===== config.mk =====
export PLATFORM = sky130hd
export DESIGN_NAME = ctt_io
export DESIGN_NICKNAME = d
export VERILOG_FILES = /design/src/core/ctt_pkg.sv /design/src/core/ctt_io.sv
export SDC_FILE = /design/constraint.sdc
export NUM_CORES = 1
export LEC_CHECK = 0
export ABC_AREA = 1
export BUFFER_PORTS_ARGS = -buffer_cell sky130_fd_sc_hd__buf_4
export CAP_MARGIN = 20
export CELL_PAD_IN_SITES_DETAIL_PLACEMENT = 1
export CELL_PAD_IN_SITES_GLOBAL_PLACEMENT = 2
export CORE_ASPECT_RATIO = 1.4
export CORE_MARGIN = 5
export CORE_UTILIZATION = 38
export CTS_CLUSTER_DIAMETER = 120
export CTS_CLUSTER_SIZE = 8
export DETAILED_ROUTE_END_ITERATION = 10
export PLACE_DENSITY = 0.86
export SYNTH_ARGS = -nofsm -noshare
export SYNTH_HDL_FRONTEND = slang
export SYNTH_SLANG_ARGS = --single-unit

===== constraint.sdc =====
create_clock -name pclk -period 2.3 [get_ports pclk]
set_clock_uncertainty 0.05 [all_clocks]
set_input_delay 0.23 -clock pclk [delete_from_list [all_inputs] [get_ports pclk]]
set_output_delay 0.23 -clock pclk [all_outputs]
set_load 0.005 [all_outputs]

===== src/core/ctt_pkg.sv =====
// Register map, field layout and timing constants of the chuck/tool post block
package ctt_pkg;
   localparam logic [7:0] OFF_CONFIG = 8'h00;
   localparam logic [7:0] OFF_CCW_TIME = 8'h04;
   localparam logic [7:0] OFF_ROT_LIMIT = 8'h08;
   localparam logic [7:0] OFF_CW_CCW_DLY = 8'h0c;
   localparam logic [7:0] OFF_CHUCK_PULSE = 8'h10;
   localparam logic [7:0] OFF_TAIL_PULSE = 8'h14;
   localparam logic [7:0] OFF_TOOL_CTRL = 8'h18;
   localparam logic [7:0] OFF_COMMAND = 8'h1c;
   localparam logic [7:0] OFF_STATUS = 8'h20;
   localparam logic [7:0] OFF_IRQ_STATUS = 8'h24;
   localparam logic [7:0] OFF_IRQ_MASK = 8'h28;

   localparam int CFG_CHUCK_OFF = 7;
   localparam int CFG_INNER = 6;
   localparam int CFG_CHUCK_ACK = 5;
   localparam int CFG_TAIL_OFF = 4;
   localparam int CFG_CHUCK_PULSE = 3;
   localparam int CFG_TAIL_PULSE = 2;
   localparam int CFG_CHUCK_FOOT_OFF = 1;
   localparam int CFG_TAIL_FOOT_OFF = 0;

   localparam int CMD_CLAMP = 0;
   localparam int CMD_RELEASE = 1;
   localparam int CMD_ADVANCE = 2;
   localparam int CMD_RETRACT = 3;
   localparam int CMD_TOOL = 4;
   localparam int CMD_TARGET_LSB = 8;
   localparam int CTRL_TCP_USED = 0;

   localparam int IRQ_TOOL_DONE = 0;
   localparam int IRQ_TOOL_ALARM = 1;
   localparam int IRQ_CHUCK_REJ = 2;
   localparam int IRQ_TAIL_REJ = 3;
   localparam int IRQ_CHUCK_ACK = 4;
   localparam int IRQ_W = 5;

   localparam logic [7:0] CONFIG_RST = 8'h00;
   localparam logic [15:0] CCW_TIME_RST = 16'h01f4;
   localparam logic [15:0] ROT_LIMIT_RST = 16'h1388;
   localparam logic [15:0] CW_CCW_DLY_RST = 16'h0032;
   localparam logic [15:0] CHUCK_PULSE_RST = 16'h01f4;
   localparam logic [15:0] TAIL_PULSE_RST = 16'h01f4;

   localparam int CLK_NS = 50;
   localparam int MS_NS = 1000000;
   localparam int CYC_PER_MS = MS_NS / CLK_NS;

   typedef enum logic [1:0] {
      TP_IDLE = 2'b00,
      TP_CW = 2'b01,
      TP_DELAY = 2'b10,
      TP_CCW = 2'b11
   } ctt_tp_state_t;
endpackage : ctt_pkg


===== src/core/ctt_io.sv =====
// Chuck, tailstock and electric tool post output sequencer with APB registers
//
// Design decisions made here: the APB interface to the registers and the register offsets.

// Millisecond pulse stretcher for chuck and tailstock pulse outputs
module ctt_pulse_timer (
   input wire logic pclk,
   input wire logic presetn,
   input wire logic ms_tick,
   input wire logic start,
   input wire logic [15:0] dur,
   output logic active
);
   logic [15:0] left;

   always_ff @(posedge pclk or negedge presetn) begin
      if (!presetn) begin
         left <= 16'h0000;
         active <= 1'b0;
      end else if (start) begin
         left <= dur;
         active <= (dur != 16'h0000);
      end else if (ms_tick && active) begin
         left <= left - 16'h0001;
         active <= (left != 16'h0001);
      end
   end
endmodule : ctt_pulse_timer

module ctt_io
   import ctt_pkg::*;
#(
   parameter int TICK_CYCLES = CYC_PER_MS,
   parameter int TOOL_POSITIONS = 12
) (
   input wire logic pclk,
   input wire logic presetn,
   input wire logic psel,
   input wire logic penable,
   input wire logic pwrite,
   input wire logic [7:0] paddr,
   input wire logic [31:0] pwdata,
   output logic [31:0] prdata,
   output logic pready,
   output logic pslverr,
   output logic irq,
   input wire logic [3:0] tool_code,
   input wire logic tool_code_strobe,
   input wire logic clamp_in_position,
   input wire logic chuck_clamped_ack,
   input wire logic chuck_released_ack,
   input wire logic chuck_foot_switch,
   input wire logic tail_foot_switch,
   output logic tool_cw,
   output logic tool_ccw,
   output logic chuck_clamp,
   output logic chuck_release,
   output logic tail_advance,
   output logic tail_retract
);
   logic [7:0] chuck_tailstock_config;
   logic [15:0] ccw_clamp_time, rotation_time_limit, cw_to_ccw_delay;
   logic [15:0] chuck_pulse_time, tailstock_pulse_time;
   logic tcp_used;
   logic [IRQ_W-1:0] irq_status, irq_mask, irq_set;
   logic [4:0] cmd;
   logic [3:0] target;
   logic wr_en;
   logic [9:0] pins, sync1, sync2, sync3, pin_q, pin_d, agree;
   logic [3:0] code_q;
   logic strobe_q, tcp_q, ack_c_q, ack_r_q, foot_c_q, foot_t_q;
   logic [15:0] tick_cnt;
   logic ms_tick;
   ctt_tp_state_t tp_state;
   logic [15:0] tp_ms;
   logic tool_done, tool_alarm, tool_rej;
   logic chuck_clamped, chuck_known, chuck_dir, chuck_go, chuck_rej;
   logic clamp_req, release_req, chuck_pulse_on, ack_ok, ack_ok_d;
   logic tail_adv_state, tail_known, tail_dir, tail_go, tail_rej;
   logic adv_req, ret_req, tail_pulse_on;

   // Pin inputs: three stages, accept a level once stages two and three agree
   assign pins = {tool_code, tool_code_strobe, clamp_in_position,
                  chuck_clamped_ack, chuck_released_ack,
                  chuck_foot_switch, tail_foot_switch};
   assign agree = ~(sync2 ^ sync3);
   always_ff @(posedge pclk or negedge presetn) begin
      if (!presetn) begin
         sync1 <= 10'h000;
         sync2 <= 10'h000;
         sync3 <= 10'h000;
         pin_q <= 10'h000;
         pin_d <= 10'h000;
      end else begin
         sync1 <= pins;
         sync2 <= sync1;
         sync3 <= sync2;
         pin_q <= (pin_q & ~agree) | (sync3 & agree);
         pin_d <= pin_q;
      end
   end
   assign {code_q, strobe_q, tcp_q, ack_c_q, ack_r_q, foot_c_q, foot_t_q}
      = pin_q;

   // Millisecond enable
   always_ff @(posedge pclk or negedge presetn) begin
      if (!presetn) begin
         tick_cnt <= 16'h0000;
         ms_tick <= 1'b0;
      end else begin
         ms_tick <= (tick_cnt == 16'(TICK_CYCLES - 1));
         tick_cnt <= (tick_cnt == 16'(TICK_CYCLES - 1)) ? 16'h0000
                     : tick_cnt + 16'h0001;
      end
   end

   // APB: no wait state; pready is a flop like every other output
   assign wr_en = psel && penable && pready && pwrite;
   always_ff @(posedge pclk or negedge presetn) begin
      if (!presetn) begin
         pready <= 1'b0;
         pslverr <= 1'b0;
         prdata <= 32'h0000_0000;
      end else begin
         pready <= psel && !penable && !pready;
         if (psel && !penable) begin
            pslverr <= paddr > OFF_IRQ_MASK || paddr[1:0] != 2'b00;
            unique case (paddr)
               OFF_CONFIG: prdata <= {24'h000000, chuck_tailstock_config};
               OFF_CCW_TIME: prdata <= {16'h0000, ccw_clamp_time};
               OFF_ROT_LIMIT: prdata <= {16'h0000, rotation_time_limit};
               OFF_CW_CCW_DLY: prdata <= {16'h0000, cw_to_ccw_delay};
               OFF_CHUCK_PULSE: prdata <= {16'h0000, chuck_pulse_time};
               OFF_TAIL_PULSE: prdata <= {16'h0000, tailstock_pulse_time};
               OFF_TOOL_CTRL: prdata <= {31'h00000000, tcp_used};
               OFF_STATUS: prdata <= {22'h000000, tail_adv_state, ack_ok,
                  chuck_clamped, strobe_q, code_q, tp_state};
               OFF_IRQ_STATUS: prdata <= {27'h0000000, irq_status};
               OFF_IRQ_MASK: prdata <= {27'h0000000, irq_mask};
               default: prdata <= 32'h0000_0000;
            endcase
         end
      end
   end

   always_ff @(posedge pclk or negedge presetn) begin
      if (!presetn) begin
         chuck_tailstock_config <= CONFIG_RST;
         ccw_clamp_time <= CCW_TIME_RST;
         rotation_time_limit <= ROT_LIMIT_RST;
         cw_to_ccw_delay <= CW_CCW_DLY_RST;
         chuck_pulse_time <= CHUCK_PULSE_RST;
         tailstock_pulse_time <= TAIL_PULSE_RST;
         tcp_used <= 1'b0;
         irq_mask <= '0;
      end else if (wr_en) begin
         unique case (paddr)
            OFF_CONFIG: chuck_tailstock_config <= pwdata[7:0];
            OFF_CCW_TIME: ccw_clamp_time <= pwdata[15:0];
            OFF_ROT_LIMIT: rotation_time_limit <= pwdata[15:0];
            OFF_CW_CCW_DLY: cw_to_ccw_delay <= pwdata[15:0];
            OFF_CHUCK_PULSE: chuck_pulse_time <= pwdata[15:0];
            OFF_TAIL_PULSE: tailstock_pulse_time <= pwdata[15:0];
            OFF_TOOL_CTRL: tcp_used <= pwdata[CTRL_TCP_USED];
            OFF_IRQ_MASK: irq_mask <= pwdata[IRQ_W-1:0];
            default: ;
         endcase
      end
   end

   // Command writes become one-cycle strobes
   always_ff @(posedge pclk or negedge presetn) begin
      if (!presetn) begin
         cmd <= 5'h00;
         target <= 4'h0;
      end else begin
         cmd <= (wr_en && paddr == OFF_COMMAND) ? pwdata[4:0] : 5'h00;
         if (wr_en && paddr == OFF_COMMAND && pwdata[CMD_TOOL])
            target <= pwdata[CMD_TARGET_LSB +: 4];
      end
   end

   // Sticky events: a set in the clearing cycle survives
   assign irq_set = {ack_ok && !ack_ok_d
                        && chuck_tailstock_config[CFG_CHUCK_ACK],
                     tail_rej, chuck_rej, tool_alarm | tool_rej, tool_done};
   always_ff @(posedge pclk or negedge presetn) begin
      if (!presetn) begin
         irq_status <= '0;
         irq <= 1'b0;
      end else begin
         irq_status <= (irq_status
            & ~((wr_en && paddr == OFF_IRQ_STATUS) ? pwdata[IRQ_W-1:0] : '0))
            | irq_set;
         irq <= |(irq_status & irq_mask);
      end
   end

   // Tool post: clockwise search, delay, counter-clockwise clamp
   always_ff @(posedge pclk or negedge presetn) begin
      if (!presetn) begin
         tp_state <= TP_IDLE;
         tp_ms <= 16'h0000;
         tool_cw <= 1'b0;
         tool_ccw <= 1'b0;
         tool_done <= 1'b0;
         tool_alarm <= 1'b0;
         tool_rej <= 1'b0;
      end else begin
         tool_done <= 1'b0;
         tool_alarm <= 1'b0;
         tool_rej <= 1'b0;
         if (ms_tick)
            tp_ms <= tp_ms + 16'h0001;
         unique case (tp_state)
            TP_IDLE: begin
               if (cmd[CMD_TOOL]) begin
                  if (target == 4'h0 || 32'(target) > TOOL_POSITIONS) begin
                     tool_rej <= 1'b1;
                  end else begin
                     tp_state <= TP_CW;
                     tp_ms <= 16'h0000;
                     tool_cw <= 1'b1;
                  end
               end
            end
            TP_CW: begin
               if (strobe_q && code_q == target) begin
                  tp_state <= TP_DELAY;
                  tp_ms <= 16'h0000;
                  tool_cw <= 1'b0;
               end else if (tp_ms >= rotation_time_limit) begin
                  tp_state <= TP_IDLE;
                  tool_cw <= 1'b0;
                  tool_alarm <= 1'b1;
               end
            end
            TP_DELAY: begin
               if (tp_ms >= cw_to_ccw_delay) begin
                  tp_state <= TP_CCW;
                  tp_ms <= 16'h0000;
                  tool_ccw <= 1'b1;
               end
            end
            TP_CCW: begin
               if (tcp_used && tcp_q) begin
                  tp_state <= TP_IDLE;
                  tool_ccw <= 1'b0;
                  tool_done <= 1'b1;
               end else if (tp_ms >= ccw_clamp_time) begin
                  tp_state <= TP_IDLE;
                  tool_ccw <= 1'b0;
                  tool_done <= !tcp_used;
                  tool_alarm <= tcp_used;
               end
            end
         endcase
      end
   end

   // Chuck: program commands plus foot switch toggling
   assign clamp_req = cmd[CMD_CLAMP] || (foot_c_q && !pin_d[1]
      && !chuck_tailstock_config[CFG_CHUCK_FOOT_OFF] && !chuck_clamped);
   assign release_req = cmd[CMD_RELEASE] || (foot_c_q && !pin_d[1]
      && !chuck_tailstock_config[CFG_CHUCK_FOOT_OFF] && chuck_clamped);
   assign ack_ok = chuck_known && (chuck_clamped ? ack_c_q : ack_r_q);
   always_ff @(posedge pclk or negedge presetn) begin
      if (!presetn) begin
         chuck_clamped <= 1'b0;
         chuck_known <= 1'b0;
         chuck_dir <= 1'b0;
         chuck_go <= 1'b0;
         chuck_rej <= 1'b0;
         ack_ok_d <= 1'b0;
      end else begin
         ack_ok_d <= ack_ok;
         chuck_go <= 1'b0;
         chuck_rej <= 1'b0;
         if (clamp_req || release_req) begin
            if (chuck_tailstock_config[CFG_CHUCK_OFF]) begin
               chuck_rej <= 1'b1;
            end else begin
               chuck_clamped <= clamp_req;
               chuck_known <= 1'b1;
               // Inner gripping closes by driving the release side
               chuck_dir <= clamp_req
                  ^ chuck_tailstock_config[CFG_INNER];
               chuck_go <= 1'b1;
            end
         end
      end
   end

   ctt_pulse_timer chuck_timer (
      .pclk(pclk),
      .presetn(presetn),
      .ms_tick(ms_tick),
      .start(chuck_go),
      .dur(chuck_pulse_time),
      .active(chuck_pulse_on)
   );

   always_ff @(posedge pclk or negedge presetn) begin
      if (!presetn) begin
         chuck_clamp <= 1'b0;
         chuck_release <= 1'b0;
      end else if (chuck_tailstock_config[CFG_CHUCK_PULSE]) begin
         chuck_clamp <= chuck_pulse_on && chuck_dir;
         chuck_release <= chuck_pulse_on && !chuck_dir;
      end else begin
         chuck_clamp <= chuck_known && chuck_dir;
         chuck_release <= chuck_known && !chuck_dir;
      end
   end

   // Tailstock: same scheme as the chuck, no gripping sense
   assign adv_req = cmd[CMD_ADVANCE] || (foot_t_q && !pin_d[0]
      && !chuck_tailstock_config[CFG_TAIL_FOOT_OFF] && !tail_adv_state);
   assign ret_req = cmd[CMD_RETRACT] || (foot_t_q && !pin_d[0]
      && !chuck_tailstock_config[CFG_TAIL_FOOT_OFF] && tail_adv_state);
   always_ff @(posedge pclk or negedge presetn) begin
      if (!presetn) begin
         tail_adv_state <= 1'b0;
         tail_known <= 1'b0;
         tail_dir <= 1'b0;
         tail_go <= 1'b0;
         tail_rej <= 1'b0;
      end else begin
         tail_go <= 1'b0;
         tail_rej <= 1'b0;
         if (adv_req || ret_req) begin
            if (chuck_tailstock_config[CFG_TAIL_OFF]) begin
               tail_rej <= 1'b1;
            end else begin
               tail_adv_state <= adv_req;
               tail_known <= 1'b1;
               tail_dir <= adv_req;
               tail_go <= 1'b1;
            end
         end
      end
   end

   ctt_pulse_timer tail_timer (
      .pclk(pclk),
      .presetn(presetn),
      .ms_tick(ms_tick),
      .start(tail_go),
      .dur(tailstock_pulse_time),
      .active(tail_pulse_on)
   );

   always_ff @(posedge pclk or negedge presetn) begin
      if (!presetn) begin
         tail_advance <= 1'b0;
         tail_retract <= 1'b0;
      end else if (chuck_tailstock_config[CFG_TAIL_PULSE]) begin
         tail_advance <= tail_pulse_on && tail_dir;
         tail_retract <= tail_pulse_on && !tail_dir;
      end else begin
         tail_advance <= tail_known && tail_dir;
         tail_retract <= tail_known && !tail_dir;
      end
   end
endmodule : ctt_io


# After elaboration in Yosys (flattened, before gate mapping)
# Index checks and enable logic that the tools add are counted.
# totals
ff_bits,273
wordCells,225
output_inout_bits,41
# op_classes
magnitude_cmp,5
n_addsub,4
reduce_logical,74
eq_ne,22
n_bitwise,14
muxes,59
# op_table
cell,n
16-bit 2-to-1 mux,10
16-bit one-hot mux with 10 select lines,1
16-bit greater-or-equal comparator,3
16-bit one-hot mux with 3 select lines,1
1-bit 2-to-1 mux,34
16-bit by 1-bit adder with 16-bit output (second input constant),2
8-bit by 5-bit equality test with 1-bit output (second input constant),4
16-bit by 1-bit inequality test with 1-bit output (second input constant),2
16-bit nonzero test,2
16-bit by 1-bit subtractor with 16-bit output (second input constant),2
1-bit logical AND,31
8-bit by 6-bit equality test with 1-bit output (second input constant),3
10-bit bitwise AND,2
10-bit inverter,2
2-bit AND reduction,10
16-bit by 15-bit equality test with 1-bit output (second input constant),1
8-bit by 4-bit equality test with 1-bit output (second input constant),2
2-bit 2-to-1 mux,7
1-bit zero test,11
5-bit bitwise AND,2
5-bit 2-to-1 mux,2
10-bit OR,1
2-bit nonzero test,5
10-bit XOR,1
23 further kinds,37

# Logic depth before layout (Yosys ltp)
# logic_depth
ltp_word,8
depth_mapped,16

# Modules after synthesis
# From an unflattened synthesis, not the netlist that was laid out.
# unflattened
cells_unflattened,1609
hier_area_um2,13218.9
# by_module_without_submodules
module,cells_per_inst,instances,area_per_inst_um2
ctt_io,1214,1,10661.5
ctt_pulse_timer at chuck_timer,194,1,1302.5
ctt_pulse_timer at tail_timer,201,1,1255.0

# Worst setup path before layout
# OpenSTA, ideal clock, no wires.
# synth_path
path_kind,flip-flop to flip-flop
from,reg cw_to_ccw_delay[5]
to,reg tp_ms[0]
arrival_ps,1744
path_slack_ps,428
stages_incl_launch_ff,11
synth_period_minus_slack_ps,1872
required_ps,2172
cell_sequence,dfstp_2 inv_1 ha_1 a21oi_1 nor2_1 nor2_1 nand2_1 nand2_1 nand4_2 clkbuf_1 a21oi_1
# synth_between
elab_chain_len,3
# synth_rtl
element,line,text
"start, declared",ctt_io.sv:62,"logic [15:0] ccw_clamp_time, rotation_time_limit, cw_to_ccw_delay;"
"start signal, assigned",ctt_io.sv:161,OFF_CW_CCW_DLY: cw_to_ccw_delay <= pwdata[15:0];
16-bit greater-or-equal comparator,ctt_io.sv:239,if (tp_ms >= cw_to_ccw_delay) begin
16-bit 2-to-1 mux,ctt_io.sv:239,
16-bit one-hot mux with 3 select lines,ctt_io.sv:215,unique case (tp_state)
"end signal, assigned",ctt_io.sv:214,tp_ms <= tp_ms + 16'h0001;
"end, declared",ctt_io.sv:75,logic [15:0] tp_ms;
# Every way passes these cells.
# A chain may end at the register's enable or synchronous reset.

==> run_results.csv <==
group,metric,value,unit
status,status,"complete, no violations",
grt,grt-ovfl-total,0,
power,power,10.9,mW
grt,grt_usage,21.4,%
grt,grt_pass1_wl,62400,um
sta,holdWs,15.5,ps
power,p_per_area,726,nW/um2
sta,slew_headroom,61.7,%
sta,period_minus_slack,2140,ps
synthesis,synth-edff-count,0,
critical_path,path_cells,"ha_1, nand2_1, nor4_2, buf_4, nand2_1, nand3_1, nor2_1, nor2_2, nand3_1, nand2_1, nand2_1",
synthesis,syn-cell-area,12700,um2
critical_path,cp_max_fo,4,
route,drtAntennaViolNets,0,
critical_path,start_kind,"flip-flop",
critical_path,criticalPathCategory,"flip-flop to flip-flop",
cells_and_area,nFillCells,3912,
min_path,hold_class,"input port to flip-flop",
critical_path,cp-end-kind,"flip-flop",
cts,cts_setup_buffers,0,
sta,worstMarginPinSlew,573,ps
cells_and_area,final_core_util,45.4,%
synthesis,ys.flop_type,"dfrtp_1",
grt,antenna_found_initial,0,
power,vdd_drop_max,401,uV
critical_path,r2r_start,"tp_ms[15]$_DFF_PN0_",
route,viasPerCell,5.16,
placement,placedCellCount,1939,
job,cap_violations,0,
synthesis,ys_types,56,
die,io_pins,96,
die,fp.dieArea,37200,um2
sta,fin_crit_sh,93.1,%
grt,grt_pass1_vias,11340,
route,postRouteWirelength,38800,um
sta,rsz0062_at_grt,"yes",
min_path,hold_depth,3,
synthesis,synthArstFlopShare,100,%
cts,root_buffer,"clkbuf_16",
cells_and_area,area_delta_synth_final,18.5,%
cts,cts_max_level,2,
route,vias,10437,
placement,port_buffers,63,
cells_and_area,fin_nets,1659,
cts,clock_latency,530,ps
critical_path,crit_arrival,2500,ps
critical_path,reg2reg_slack,160,ps
min_path,holdCritStartpoint,"pwdata[15]",
critical_path,cpMostUsedCell,"nand2_1",
sta,final_max_slew_viol_count,0,
synthesis,seq_area_frac_synth,50.9,%
synthesis,syn_area_per_cell,8.86,um2
sta,finalSetupViolCount,0,
cells_and_area,final_cells,2024,
die,rows,79,
die,core_area,33100,um2
cts,numClockSinks,257,
cells_and_area,drive_gt1_share,13.0,%
die,start_util,38.3,%
critical_path,worst_path_largest_cell_delay,430,ps
cells_and_area,antenna_cells,0,
critical_path,critPathRequiredTime,2650,ps
sta,finalHoldViolations,0,
placement,dp.final_hpwl,28900,um
die,fp.dieH,226,um
cts,numCtsBuffers,38,
cts,clkTransAtPathRegs,60,ps
sta,fmax,467,MHz
route,drc,0,
placement,gp_congestion,0.856,
route,wire_per_inst,19.2,um
grt,grt_max_degree,68,
min_path,hold_end,"ccw_clamp_time[15]$_DFFE_PN0P_",
cts,cts_tree,"yes",
critical_path,cp_slowest_cell,"dfrtp_1",
critical_path,rr_worst_depth,11,
synthesis,ys_ff_latch,257,
synthesis,yosysWarnings,0,
synthesis,synth_cells,1432,
route,drtIter0Drc,556,
power,power_leakage,7.02,nW
cts,cts_buffer_depth,3,
route,drtPass1Iterations,5,
die,die_w,164,um
[power by group]
group	switching, mW	leakage, nW	internal (mW)
sequential	0.128	3.30	4.69
combinational	0.584	3.20	0.315
clock	2.09	0.522	3.12
total	2.80	7.02	8.12
[cells in the final DEF (no fill, tap or decap), types with 17 or more instances in the layout]
master	instances
a21oi_1	55
buf_4	92
clkbuf_16	38
nand3_1	46
clkbuf_1	28
inv_1	191
nor3_1	17
o221ai_1	27
nand2_1	308
o21ai_1	42
o22ai_1	36
dfstp_2	26
ha_1	54
nor2_1	85
xor2_1	23
o21ai_0	97
dfrtp_1	231
nand4_1	17
[cells in the mapped netlist (4+ instances only)]
library cell  count  share of area, %
nor4_1           14              0.69
o21ai_0          99               3.9
dfstp_2          26               5.4
nor3_1           18              0.71
o221ai_1         27               1.9
a22oi_1           4              0.24
nand3_2           4              0.32
xnor2_1          15               1.0
xor2_1           23               1.6
nand2_2           5              0.25
nor2_1           86               2.5
nand4_1          17              0.84
buf_6             4              0.35
nand2_1         308               9.1
dfrtp_1         231                46
ha_1             54               5.3
buf_2            14              0.55
buf_4            16              0.95
a21oi_1          55               2.2
clkbuf_1         14              0.41
nor2_2            7              0.35
o211ai_1          8              0.47
inv_1           191               5.6
o21bai_1          4              0.24
inv_2            10              0.30
nand2_4           4              0.35
o22ai_1          36               1.8
a211oi_1          6              0.35
o21ai_1          40               1.6
maj3_1           10              0.79
nand3_1          46               1.8
[through the flow]
stage | setup TNS, ps | setup WS [ps] | cell area [um2]
after global routing | -9.56 | -9.56 | 15000
after CTS | 0 | 42.8 | 15000
after floorplan | 0 | 428 | 12700
final | 0 | 159 | 15000
after global placement | 0 | 158 | 13800
after detailed placement | 0 | 99.7 | 13800
[cell families (layout without fill, tap and decap cells)]
family	count (synthesis)	in the layout	share of synthesized area [%]
XOR/XNOR	38	38	2.62
flip-flops	257	257	50.9
AND/OR/NAND/NOR	523	523	18.2
other	1	16	0.0295
buffers and inverters	252	384	8.38
AO/OA/AOI/OAI	295	295	13.6
adder cells (fa/ha/maj)	64	64	6.11
multiplexers	2	2	0.158
[worst max path at each step]
| stage | startpoint | to | slack, ps |
|---|---|---|---|
| floorplan | cw_to_ccw_delay[5]$_DFFE_PN1P_ | tp_ms[0]$_DFF_PN0_ | 430 |
| global placement | rotation_time_limit[12]$_DFFE_PN1P_ | tool_cw$_DFFE_PN0P_ | 160 |
| detailed placement | tp_ms[13]$_DFF_PN0_ | flip-flop | 100 |
| CTS | tp_ms[13]$_DFF_PN0_ | flip-flop | 40 |
| global route | tp_ms[15]$_DFF_PN0_ | flip-flop | -10 |
| finish | tp_ms[15]$_DFF_PN0_ | flip-flop | 160 |
[metal layers]
| layer | wire [um] | GRT usage (%) |
|---|---|---|
| met4 | 1280 | 6.98 |
| met5 | 0 | 0 |
| met1 | 15500 | 25.3 |
| met2 | 20900 | 40.0 |
| met3 | 1130 | 2.61 |
[final cells by class]
class,count,area (um2),share of cell area [%]
clock buffers,66,1060,7.02
clock inverters,3,45.0,0.299
inverters,203,762,5.07
multi-input cells,938,5230,34.8
flip-flops and latches,257,6460,43.0
well taps,445,557,3.70
repair buffers,112,926,6.15
[worst max-delay path, delay by kind of cell, from the launching register on]
kind	cells	cell delay, ps
AND/OR/NAND/NOR	9	1060
buffers and inverters	1	160
flip-flops	1	430
adder cells (fa/ha/maj)	1	320
[timing repair]
action                     CTS  global route
hold endpoints to repair    69             0
setup endpoints to repair    0             3
hold buffers                16             0
resized for setup            0             5
No activity file was read; power rests on OpenSTA's default activity.
